## src/cpsc_consts.svh

```systemverilog
// constants for the core power-state controller
// Behaviour
// - light nap stops fetch, snooping stays on
// - light nap keeps state, fetch resumes at once
// - deep nap stops fetch and snooping, gates all core clocks
// - deep nap lowers supply into retention, no context lost
// - deep nap wake returns to full operation in about 100 clocks
// - write names target core and state, core then enters it
// - any writer may nap itself or another core
// - core napped by write cannot wake itself
// - wait instruction on a thread enters low power
// - wait exits on trigger, interrupt, doorbell, stash, reservation clear
// - threads wait independently, deep nap only when both wait
// - cluster deep nap after all cores light nap and cache flush
// - queue manager tracks pool membership and channel depth
// - light load hints nap starting at highest numbered thread
// - depth above threshold wakes lowest numbered napping thread
// - any member thread may take a frame from the channel
`ifndef CPSC_CONSTS_SVH
`define CPSC_CONSTS_SVH
`define CPSC_NCORES      4
`define CPSC_THR_PER_CORE 2
`define CPSC_WAKE_CLKS   100
`define CPSC_HINT_DIV    64
`define CPSC_DEPTH_W     16
`define CPSC_CNT_W       12
`define CPSC_CNT_MAX     4095
`define CPSC_PS_RUN      2'h0
`define CPSC_PS_LNAP     2'h1
`define CPSC_PS_DNAP     2'h2
`define CPSC_CNT_ONE     12'h001
`define CPSC_CNT_ZERO    12'h000
`define CPSC_PWR_STEPS   2
`endif

```

## src/cpsc_pkg.sv

```systemverilog
// types for the core power-state controller
package cpsc_pkg;
  typedef enum logic [4:0] {
    CS_RUN  = 5'h01,
    CS_LNAP = 5'h02,
    CS_DNAP = 5'h04,
    CS_WPWR = 5'h08,
    CS_WSNP = 5'h10
  } cpsc_core_st_type;
  typedef enum logic [2:0] {
    CL_ON   = 3'h1,
    CL_DNAP = 3'h2,
    CL_WAKE = 3'h4
  } cpsc_clu_st_type;
endpackage

```

## src/cpsc_top.sv

```systemverilog
// core power-state controller with load-driven nap hints
`include "cpsc_consts.svh"
`timescale 1ns/10ps
`default_nettype none
module cpsc_top #(
  parameter int NC       = `CPSC_NCORES,
  parameter int WAKE_CYC = `CPSC_WAKE_CLKS,
  parameter int HINT_DIV = `CPSC_HINT_DIV,
  parameter int DW       = `CPSC_DEPTH_W,
  parameter int CW       = (NC > 1) ? $clog2(NC) : 1,
  parameter int NT       = NC * `CPSC_THR_PER_CORE
) (
  input  wire logic          clk,
  input  wire logic          rst,
  input  wire logic          pm_wr,
  input  wire logic [CW-1:0] pm_core,
  input  wire logic [1:0]    pm_state,
  input  wire logic [CW-1:0] pm_src,
  input  wire logic [NT-1:0] thr_wait,
  input  wire logic          ext_trig,
  input  wire logic [NC-1:0] irq,
  input  wire logic [NC-1:0] dbell,
  input  wire logic [NC-1:0] stash,
  input  wire logic [NC-1:0] resv_clr,
  input  wire logic          cl_dnap_req,
  input  wire logic          cl_wake_req,
  input  wire logic          l2_flushed,
  input  wire logic [NT-1:0] pool_member,
  input  wire logic [DW-1:0] pool_depth,
  input  wire logic [DW-1:0] lo_thr,
  input  wire logic [DW-1:0] hi_thr,
  input  wire logic          frame_valid,
  input  wire logic [NT-1:0] take_req,
  output logic      [NT-1:0] fetch_en,
  output logic      [NC-1:0] snoop_en,
  output logic      [NC-1:0] core_clk_en,
  output logic      [NC-1:0] core_vdd_ret,
  output logic               cl_clk_en,
  output logic               cl_vdd_ret,
  output logic      [NT-1:0] nap_hint,
  output logic      [NT-1:0] qm_wake,
  output logic      [NT-1:0] deq_grant
);
  import cpsc_pkg::*;

  // elaboration-time refusal of values the counters cannot serve
  if (NC < 1 || WAKE_CYC < 3 || WAKE_CYC > `CPSC_CNT_MAX || HINT_DIV < 1 ||
      HINT_DIV > `CPSC_CNT_MAX || DW < 1) begin : g_bad_param
    $error("cpsc_top: unsupported parameter values");
  end

  // external trigger pin synchroniser
  logic ext_s1_r;
  logic ext_s2_r;
  logic ext_s3_r;
  logic ext_lvl_r;
  logic ext_lvl_nxt;

  always_comb begin
    ext_lvl_nxt = ext_lvl_r;
    if (ext_s2_r == ext_s3_r) begin
      ext_lvl_nxt = ext_s2_r;
    end
  end

  always_ff @(posedge clk or posedge rst) begin
    if (rst) begin
      ext_s1_r  <= 1'b0;
      ext_s2_r  <= 1'b0;
      ext_s3_r  <= 1'b0;
      ext_lvl_r <= 1'b0;
    end else begin
      ext_s1_r  <= ext_trig;
      ext_s2_r  <= ext_s1_r;
      ext_s3_r  <= ext_s2_r;
      ext_lvl_r <= ext_lvl_nxt;
    end
  end

  // cluster state
  cpsc_clu_st_type         cl_st_r;
  cpsc_clu_st_type         cl_st_nxt;
  logic [`CPSC_CNT_W-1:0]  cl_cnt_r;
  logic [`CPSC_CNT_W-1:0]  cl_cnt_nxt;
  logic [NC-1:0]           core_lnap;
  logic [NT-1:0]           wait_all;
  logic [NT-1:0]           fetch_nxt;
  logic [NC-1:0]           snoop_nxt;
  logic [NC-1:0]           clk_nxt;
  logic [NC-1:0]           ret_nxt;
  logic                    cl_on_nxt;

  always_comb begin
    cl_st_nxt  = cl_st_r;
    cl_cnt_nxt = cl_cnt_r;
    unique case (cl_st_r)
      CL_ON: begin
        if (cl_dnap_req && (&core_lnap) && l2_flushed) begin
          cl_st_nxt = CL_DNAP;
        end
      end
      CL_DNAP: begin
        if (cl_wake_req) begin
          cl_st_nxt  = CL_WAKE;
          cl_cnt_nxt = `CPSC_CNT_ZERO;
        end
      end
      CL_WAKE: begin
        cl_cnt_nxt = cl_cnt_r + `CPSC_CNT_ONE;
        if (cl_cnt_r == `CPSC_CNT_W'(WAKE_CYC - 1)) begin
          cl_st_nxt = CL_ON;
        end
      end
    endcase
  end

  always_ff @(posedge clk or posedge rst) begin
    if (rst) begin
      cl_st_r  <= CL_ON;
      cl_cnt_r <= `CPSC_CNT_ZERO;
    end else begin
      cl_st_r  <= cl_st_nxt;
      cl_cnt_r <= cl_cnt_nxt;
    end
  end

  assign cl_on_nxt = (cl_st_nxt == CL_ON);

  // per-core power state
  for (genvar c = 0; c < NC; c++) begin : g_core
    cpsc_core_st_type        st_r;
    cpsc_core_st_type        st_nxt;
    logic                    src_wait_r;
    logic                    src_wait_nxt;
    logic [1:0]              wait_r;
    logic [1:0]              wait_nxt;
    logic [`CPSC_CNT_W-1:0]  cnt_r;
    logic [`CPSC_CNT_W-1:0]  cnt_nxt;
    logic                    trig;
    logic                    hit;
    logic                    other;

    always_comb begin
      trig = ext_lvl_r | irq[c] | dbell[c] | stash[c] | resv_clr[c] |
             qm_wake[2*c] | qm_wake[2*c+1];
      hit   = pm_wr && (pm_core == CW'(c));
      other = (pm_src != CW'(c));
      st_nxt       = st_r;
      src_wait_nxt = src_wait_r;
      cnt_nxt      = cnt_r;
      // thread waits; a new wait wins over a same-cycle wake, except in the cycle the core leaves deep nap, which clears both waits
      wait_nxt = (trig ? 2'h0 : wait_r) | thr_wait[2*c +: 2];
      unique case (st_r)
        CS_RUN: begin
          if (hit && pm_state == `CPSC_PS_LNAP) begin
            st_nxt       = CS_LNAP;
            src_wait_nxt = 1'b0;
          end else if (hit && pm_state == `CPSC_PS_DNAP) begin
            st_nxt       = CS_DNAP;
            src_wait_nxt = 1'b0;
          end else if (&wait_nxt) begin
            st_nxt       = CS_DNAP;
            src_wait_nxt = 1'b1;
          end
        end
        CS_LNAP: begin
          if (cl_st_r != CL_ON) begin
            st_nxt = CS_LNAP;
          end else if (hit && pm_state == `CPSC_PS_DNAP) begin
            st_nxt       = CS_DNAP;
            src_wait_nxt = 1'b0;
          end else if (!src_wait_r && hit && other &&
                       pm_state == `CPSC_PS_RUN) begin
            st_nxt = CS_RUN;
          end else if (src_wait_r && trig) begin
            st_nxt = CS_RUN;
          end
        end
        CS_DNAP: begin
          if ((!src_wait_r && hit && other && pm_state == `CPSC_PS_RUN) ||
              (src_wait_r && trig)) begin
            st_nxt   = CS_WPWR;
            cnt_nxt  = `CPSC_CNT_ZERO;
            wait_nxt = 2'h0;
          end
        end
        CS_WPWR: begin
          cnt_nxt = cnt_r + `CPSC_CNT_ONE;
          if (cnt_r == `CPSC_CNT_W'(WAKE_CYC - `CPSC_PWR_STEPS)) begin
            st_nxt = CS_WSNP;
          end
        end
        CS_WSNP: begin
          st_nxt = CS_RUN;
        end
      endcase
    end

    always_ff @(posedge clk or posedge rst) begin
      if (rst) begin
        st_r       <= CS_RUN;
        src_wait_r <= 1'b0;
        wait_r     <= 2'h0;
        cnt_r      <= `CPSC_CNT_ZERO;
      end else begin
        st_r       <= st_nxt;
        src_wait_r <= src_wait_nxt;
        wait_r     <= wait_nxt;
        cnt_r      <= cnt_nxt;
      end
    end

    assign core_lnap[c]        = (st_r == CS_LNAP);
    assign wait_all[2*c +: 2]  = wait_r;
    assign fetch_nxt[2*c]      = (st_nxt == CS_RUN) && !wait_nxt[0];
    assign fetch_nxt[2*c+1]    = (st_nxt == CS_RUN) && !wait_nxt[1];
    assign snoop_nxt[c]        = cl_on_nxt &&
                                 (st_nxt == CS_RUN || st_nxt == CS_LNAP ||
                                  st_nxt == CS_WSNP);
    assign clk_nxt[c]          = cl_on_nxt && (st_nxt != CS_DNAP);
    assign ret_nxt[c]          = !cl_on_nxt || (st_nxt == CS_DNAP);
  end

  // queue manager load-driven nap scheme
  logic [`CPSC_CNT_W-1:0]  div_r;
  logic [`CPSC_CNT_W-1:0]  div_nxt;
  logic                    tick;
  logic [NT-1:0]           hint_nxt;
  logic [NT-1:0]           wake_nxt;
  logic [NT-1:0]           grant_nxt;
  logic [NT-1:0]           hint_sel;
  logic [NT-1:0]           wake_sel;

  always_comb begin
    tick    = (div_r == `CPSC_CNT_W'(HINT_DIV - 1));
    div_nxt = tick ? `CPSC_CNT_ZERO : div_r + `CPSC_CNT_ONE;
    hint_sel  = '0;
    wake_sel  = '0;
    grant_nxt = '0;
    // ascending scan keeps the highest candidate
    for (int t = 0; t < NT; t++) begin
      if (pool_member[t] && !nap_hint[t] && fetch_en[t]) begin
        hint_sel    = '0;
        hint_sel[t] = 1'b1;
      end
    end
    // descending scan keeps the lowest candidate
    for (int t = NT - 1; t >= 0; t--) begin
      if (pool_member[t] && wait_all[t]) begin
        wake_sel    = '0;
        wake_sel[t] = 1'b1;
      end
      if (frame_valid && pool_member[t] && take_req[t] && fetch_en[t]) begin
        grant_nxt    = '0;
        grant_nxt[t] = 1'b1;
      end
    end
    hint_nxt = nap_hint & pool_member;
    wake_nxt = '0;
    if (tick && pool_depth > hi_thr) begin
      wake_nxt = wake_sel;
      hint_nxt = hint_nxt & ~wake_sel;
    end else if (tick && pool_depth < lo_thr) begin
      hint_nxt = hint_nxt | hint_sel;
    end
    if (pool_depth >= lo_thr) begin
      hint_nxt = hint_nxt & wait_all;
    end
  end

  always_ff @(posedge clk or posedge rst) begin
    if (rst) begin
      div_r <= `CPSC_CNT_ZERO;
    end else begin
      div_r <= div_nxt;
    end
  end

  // registered outputs
  always_ff @(posedge clk or posedge rst) begin
    if (rst) begin
      fetch_en     <= '1;
      snoop_en     <= '1;
      core_clk_en  <= '1;
      core_vdd_ret <= '0;
      cl_clk_en    <= 1'b1;
      cl_vdd_ret   <= 1'b0;
      nap_hint     <= '0;
      qm_wake      <= '0;
      deq_grant    <= '0;
    end else begin
      fetch_en     <= fetch_nxt;
      snoop_en     <= snoop_nxt;
      core_clk_en  <= clk_nxt;
      core_vdd_ret <= ret_nxt;
      cl_clk_en    <= cl_on_nxt;
      cl_vdd_ret   <= !cl_on_nxt;
      nap_hint     <= hint_nxt;
      qm_wake      <= wake_nxt;
      deq_grant    <= grant_nxt;
    end
  end
endmodule
`default_nettype wire

```

## config.mk

```make
export PLATFORM = sky130hd
export DESIGN_NAME = cpsc_top
export DESIGN_NICKNAME = d
export VERILOG_FILES = /design/src/cpsc_pkg.sv /design/src/cpsc_top.sv
export VERILOG_INCLUDE_DIRS = /design/src
export SDC_FILE = /design/constraint.sdc
export NUM_CORES = 1
export LEC_CHECK = 0
export BUFFER_PORTS_ARGS = -buffer_cell sky130_fd_sc_hd__buf_2
export CAP_MARGIN = 20
export CELL_PAD_IN_SITES_DETAIL_PLACEMENT = 0
export CELL_PAD_IN_SITES_GLOBAL_PLACEMENT = 1
export CORE_MARGIN = 2
export CORE_UTILIZATION = 47
export DETAILED_ROUTE_END_ITERATION = 10
export PLACE_DENSITY_LB_ADDON = 0.1
export RECOVER_POWER = 50
export REMOVE_ABC_BUFFERS = 1
export SLEW_MARGIN = 20
export SYNTH_ARGS = -nofsm -noshare
export SYNTH_HDL_FRONTEND = slang
export SYNTH_SLANG_ARGS = --single-unit
export TNS_END_PERCENT = 5
```

## constraint.sdc

```tcl
create_clock -name clk -period 8.1 [get_ports clk]
set_clock_uncertainty 0.1 [all_clocks]
set_input_delay 1.62 -clock clk [delete_from_list [all_inputs] [get_ports clk]]
set_output_delay 1.62 -clock clk [all_outputs]
set_load 0.02 [all_outputs]
```

==> impl_metrics.ini <==
[status]
status = finished, violations left
violations = max-capacitance violations, max-slew violations

[clocking]
clock-root-buffer = clkbuf_16
cts_resized = 0
cts-htree-levels = 4
ctsHoldBuffers = 0
cts_setup_buffers = 0
cts_buffers = 17
cts_buffer_depth = 2
clock_sinks = 157
insertion_delay_ns = 0.43
clk_pin_slew_ns = 0.06
cts_tree = done

[die]
dieWidth_um = 142.5
die_h_um = 142.5
floorplan.initialDensity = 0.4806
die_area_um2 = 20310
core_area_um2 = 18770
ioPinCount = 148
num_rows = 50

[worst_setup_path]
cp.arrival_ns = 4.98
r2r_slack_ns = 4.30
r2r_end = snoop_en[2]
required_ns = 8.48
rr_worst_depth = 6
crit_chain = buf_2 -> clkinvlp_2 -> buf_4
max_stage_delay_ns = 2.31
crit_fanout = 99
cp_num_buf_inv = 3
critical_path_class = primary input to asynchronous set/reset pin
critPathSlowestCell = clkinvlp_2
crit_cells = 3
critPathCaptureType = asynchronous set/reset pin
crit_path_start_kind = primary input
cpLargestDelayFamily = buffers and inverters
rr_startpoint = g_core[0].st_r[3]

[hold_path]
hold_depth = 0
hold_start = ext_s1_r
hold_class = register to register
hold_path_end = ext_s2_r

[placement]
hpwl_um = 17780
placed_area_um2 = 10000
numPortBuffers = 147
place_ws_ns = 3.706
gp_routability_congestion = 0.8251

[power_and_ir_drop]
p_clk_frac = 0.280
peakVddDrop_v = 0.0001663
power_density_nw_per_um2 = 252.3
seqPwrFrac = 0.406
totalPowerFinal_mw = 2.642
intPower_mw = 1.664
p_sw_mw = 0.9778
swShare = 0.3701
p_comb_frac = 0.314
p_leak_nw = 4.750

[synthesis]
synth_mux_area_frac = 0.009433
synthArstFlopShare = 1.000
synth_top_family_by_area = simple AND/OR/NAND/NOR gates
synth_cell_type_count = 81
ys_ff_latch = 157
synth_edf_count = 0
yosys.area_share.simple = 0.2652
synth_top_cell_area_share = 0.3745
synthTopCellsByArea = dfrtp_1 (37%), dfstp_2 (6.4%), ha_1 (5.8%)
synth_cells = 995
ys_warn_count = 0
yosysTopAreaCell = dfrtp_1
synthFlopType = dfrtp_1
synth_area_per_cell_um2 = 9.065
yosysSeqAreaShare = 0.4386
synth_compound_area_frac = 0.1776
syn_area_um2 = 9020
synthAdderAreaFrac = 0.05937
synth_xor_area_frac = 0.01942

[sta]
slew_headroom = -1.800
finalWorstSetupSlack_ns = 3.496
fin_crit_sh = 0.5684
slew_viol_final = 101
worstMarginPinSlew_ns = 4.178
hold_slack_ns = 0.2583
setup_viol = 0
period_needed_ns = 4.604
clock.fmax_mhz = 217.2
rsz0062_at_grt = false
setup-tns-final_ns = 0
hold_violations = 0

[global_route]
grt_pass1_wl_um = 37300
grt_antenna_before_repair = 0
grtUsageTotal = 0.2318
grt_pass1_vias = 7360
grt_max_degree = 100
overflow = 0

[finish]
syn_to_final_growth_pct = 16.09
fin_nets = 1290
n_antenna_cell = 0
drive_gt1_frac = 0.1639
fin_area_um2 = 10470

[route]
drc = 0
drt_first_iter_violations = 510
viasPerCell = 5.737
wirelength_um = 23260
drt-pass1-iter-count = 5
ant_nets = 0
routedWlPerCell_um = 16.70
vias = 7992

[job]
drv_cap = 2
## flip-flops by register name, indices dropped and copies added, names as in the netlist
register / flops
cl_vdd_ret: 1
ext_lvl_r: 1
cl_cnt_r: 12
cl_clk_en: 1
nap_hint: 8
cl_st_r: 3
qm_wake: 8
ext_s3_r: 1
ext_s1_r: 1
g_core.wait_r: 8
deq_grant: 8
snoop_en: 4
g_core.st_r: 20
core_clk_en: 4
ext_s2_r: 1
g_core.src_wait_r: 4
g_core.cnt_r: 48
core_vdd_ret: 4
div_r: 12
fetch_en: 8
## power by group through the flow
stage / logic (mW) / clock network (mW) / registers, mW
after CTS: 0.838 / 0.757 / 1.07
after global placement: 0.830 / 0 / 1.08
after detailed placement: 0.833 / 0 / 1.08
after floorplan: 0.594 / 0 / 1.06
after global routing: 0.937 / 0.793 / 1.09
final: 0.829 / 0.741 / 1.07
## metal layers
| metal | vias up | GRT usage | routed length, µm |
|---|---|---|---|
| li1 | 3982 | - | - |
| met1 | 3779 | 0.3342 | 11540 |
| met2 | 203 | 0.3626 | 10190 |
| met3 | 28 | 0.04273 | 1264 |
| met4 | 0 | 0.05836 | 269 |
| met5 | - | 0 | 0 |
## final cells by class
type	instances	area [µm²]
clock buffer	22	444.2
clock inverter	10	90.09
fill	1736	8297
inverter	57	215.2
multi-input combinational	765	4780
sequential	157	3956
tap	234	292.8
timing repair buffer	148	693.2
## cells by family (layout without fill, tap and decap cells)
kind of cell / after synthesis / after routing
DFF: 157 / 157
muxes: 8 / 8
and+or+nand+nor: 452 / 452
buffers and inverters: 73 / 237
xor gates and xnor gates: 20 / 20
adders and majority gates: 43 / 43
AOI/OAI and AO/OA: 242 / 242
## synth_stat cells (all sizes together), types with 8 or more instances
cell type    n
dfrtp      135
nand2      100
o21ai       98
nor2        90
nand3       60
inv         57
ha          42
nand4       36
nor3        27
a21oi       26
dfstp       22
and3        20
a31oi       19
clkbuf      16
nor4        16
o211ai      15
nor2b       14
nor3b       14
xnor2       12
and2        11
o21a        11
or2         11
nand2b       8
o31ai        8
xor2         8
## cell usage in the layout, fill, tap and decap left out, types with 8 or more instances in the layout
cell type  instances
a21oi_1           26
a31oi_1           19
and2_1             9
and3_1            20
buf_2            107
clkbuf_1          45
clkbuf_16         17
dfrtp_1          135
dfstp_2           22
ha_1              42
inv_1             56
nand2_1          100
nand2b_1           8
nand3_1           60
nand4_1           36
nor2_1            90
nor2b_1           14
nor3_1            27
nor3b_1           13
nor4_1            14
o211ai_1          14
o21a_1            11
o21ai_0           95
o31ai_1            8
or2_2              8
xnor2_1           12
xor2_1             8
## through the flow
step	utilization	cells
6_report	0.5579	1393
5_1_grt	0.5579	1393
4_1_cts	0.5613	1393
3_5_place_dp	0.5329	1361
3_3_place_gp	0.5329	1361
2_1_floorplan	-	979
## worst max path at each step
| stage | from | endpoint | slack (ns) |
|---|---|---|---|
| after floorplan | rst | cl_cnt_r[0] | 2.18 |
| after global routing | rst | core_vdd_ret[3] | 2.63 |
| after detailed placement | resv_clr[3] | core_clk_en[3] | 3.71 |
| final | rst | core_vdd_ret[3] | 3.50 |
| after CTS | resv_clr[3] | core_clk_en[3] | 4.14 |
| after global placement | resv_clr[3] | core_clk_en[3] | 3.77 |
Power figures use the tool's default switching activity.
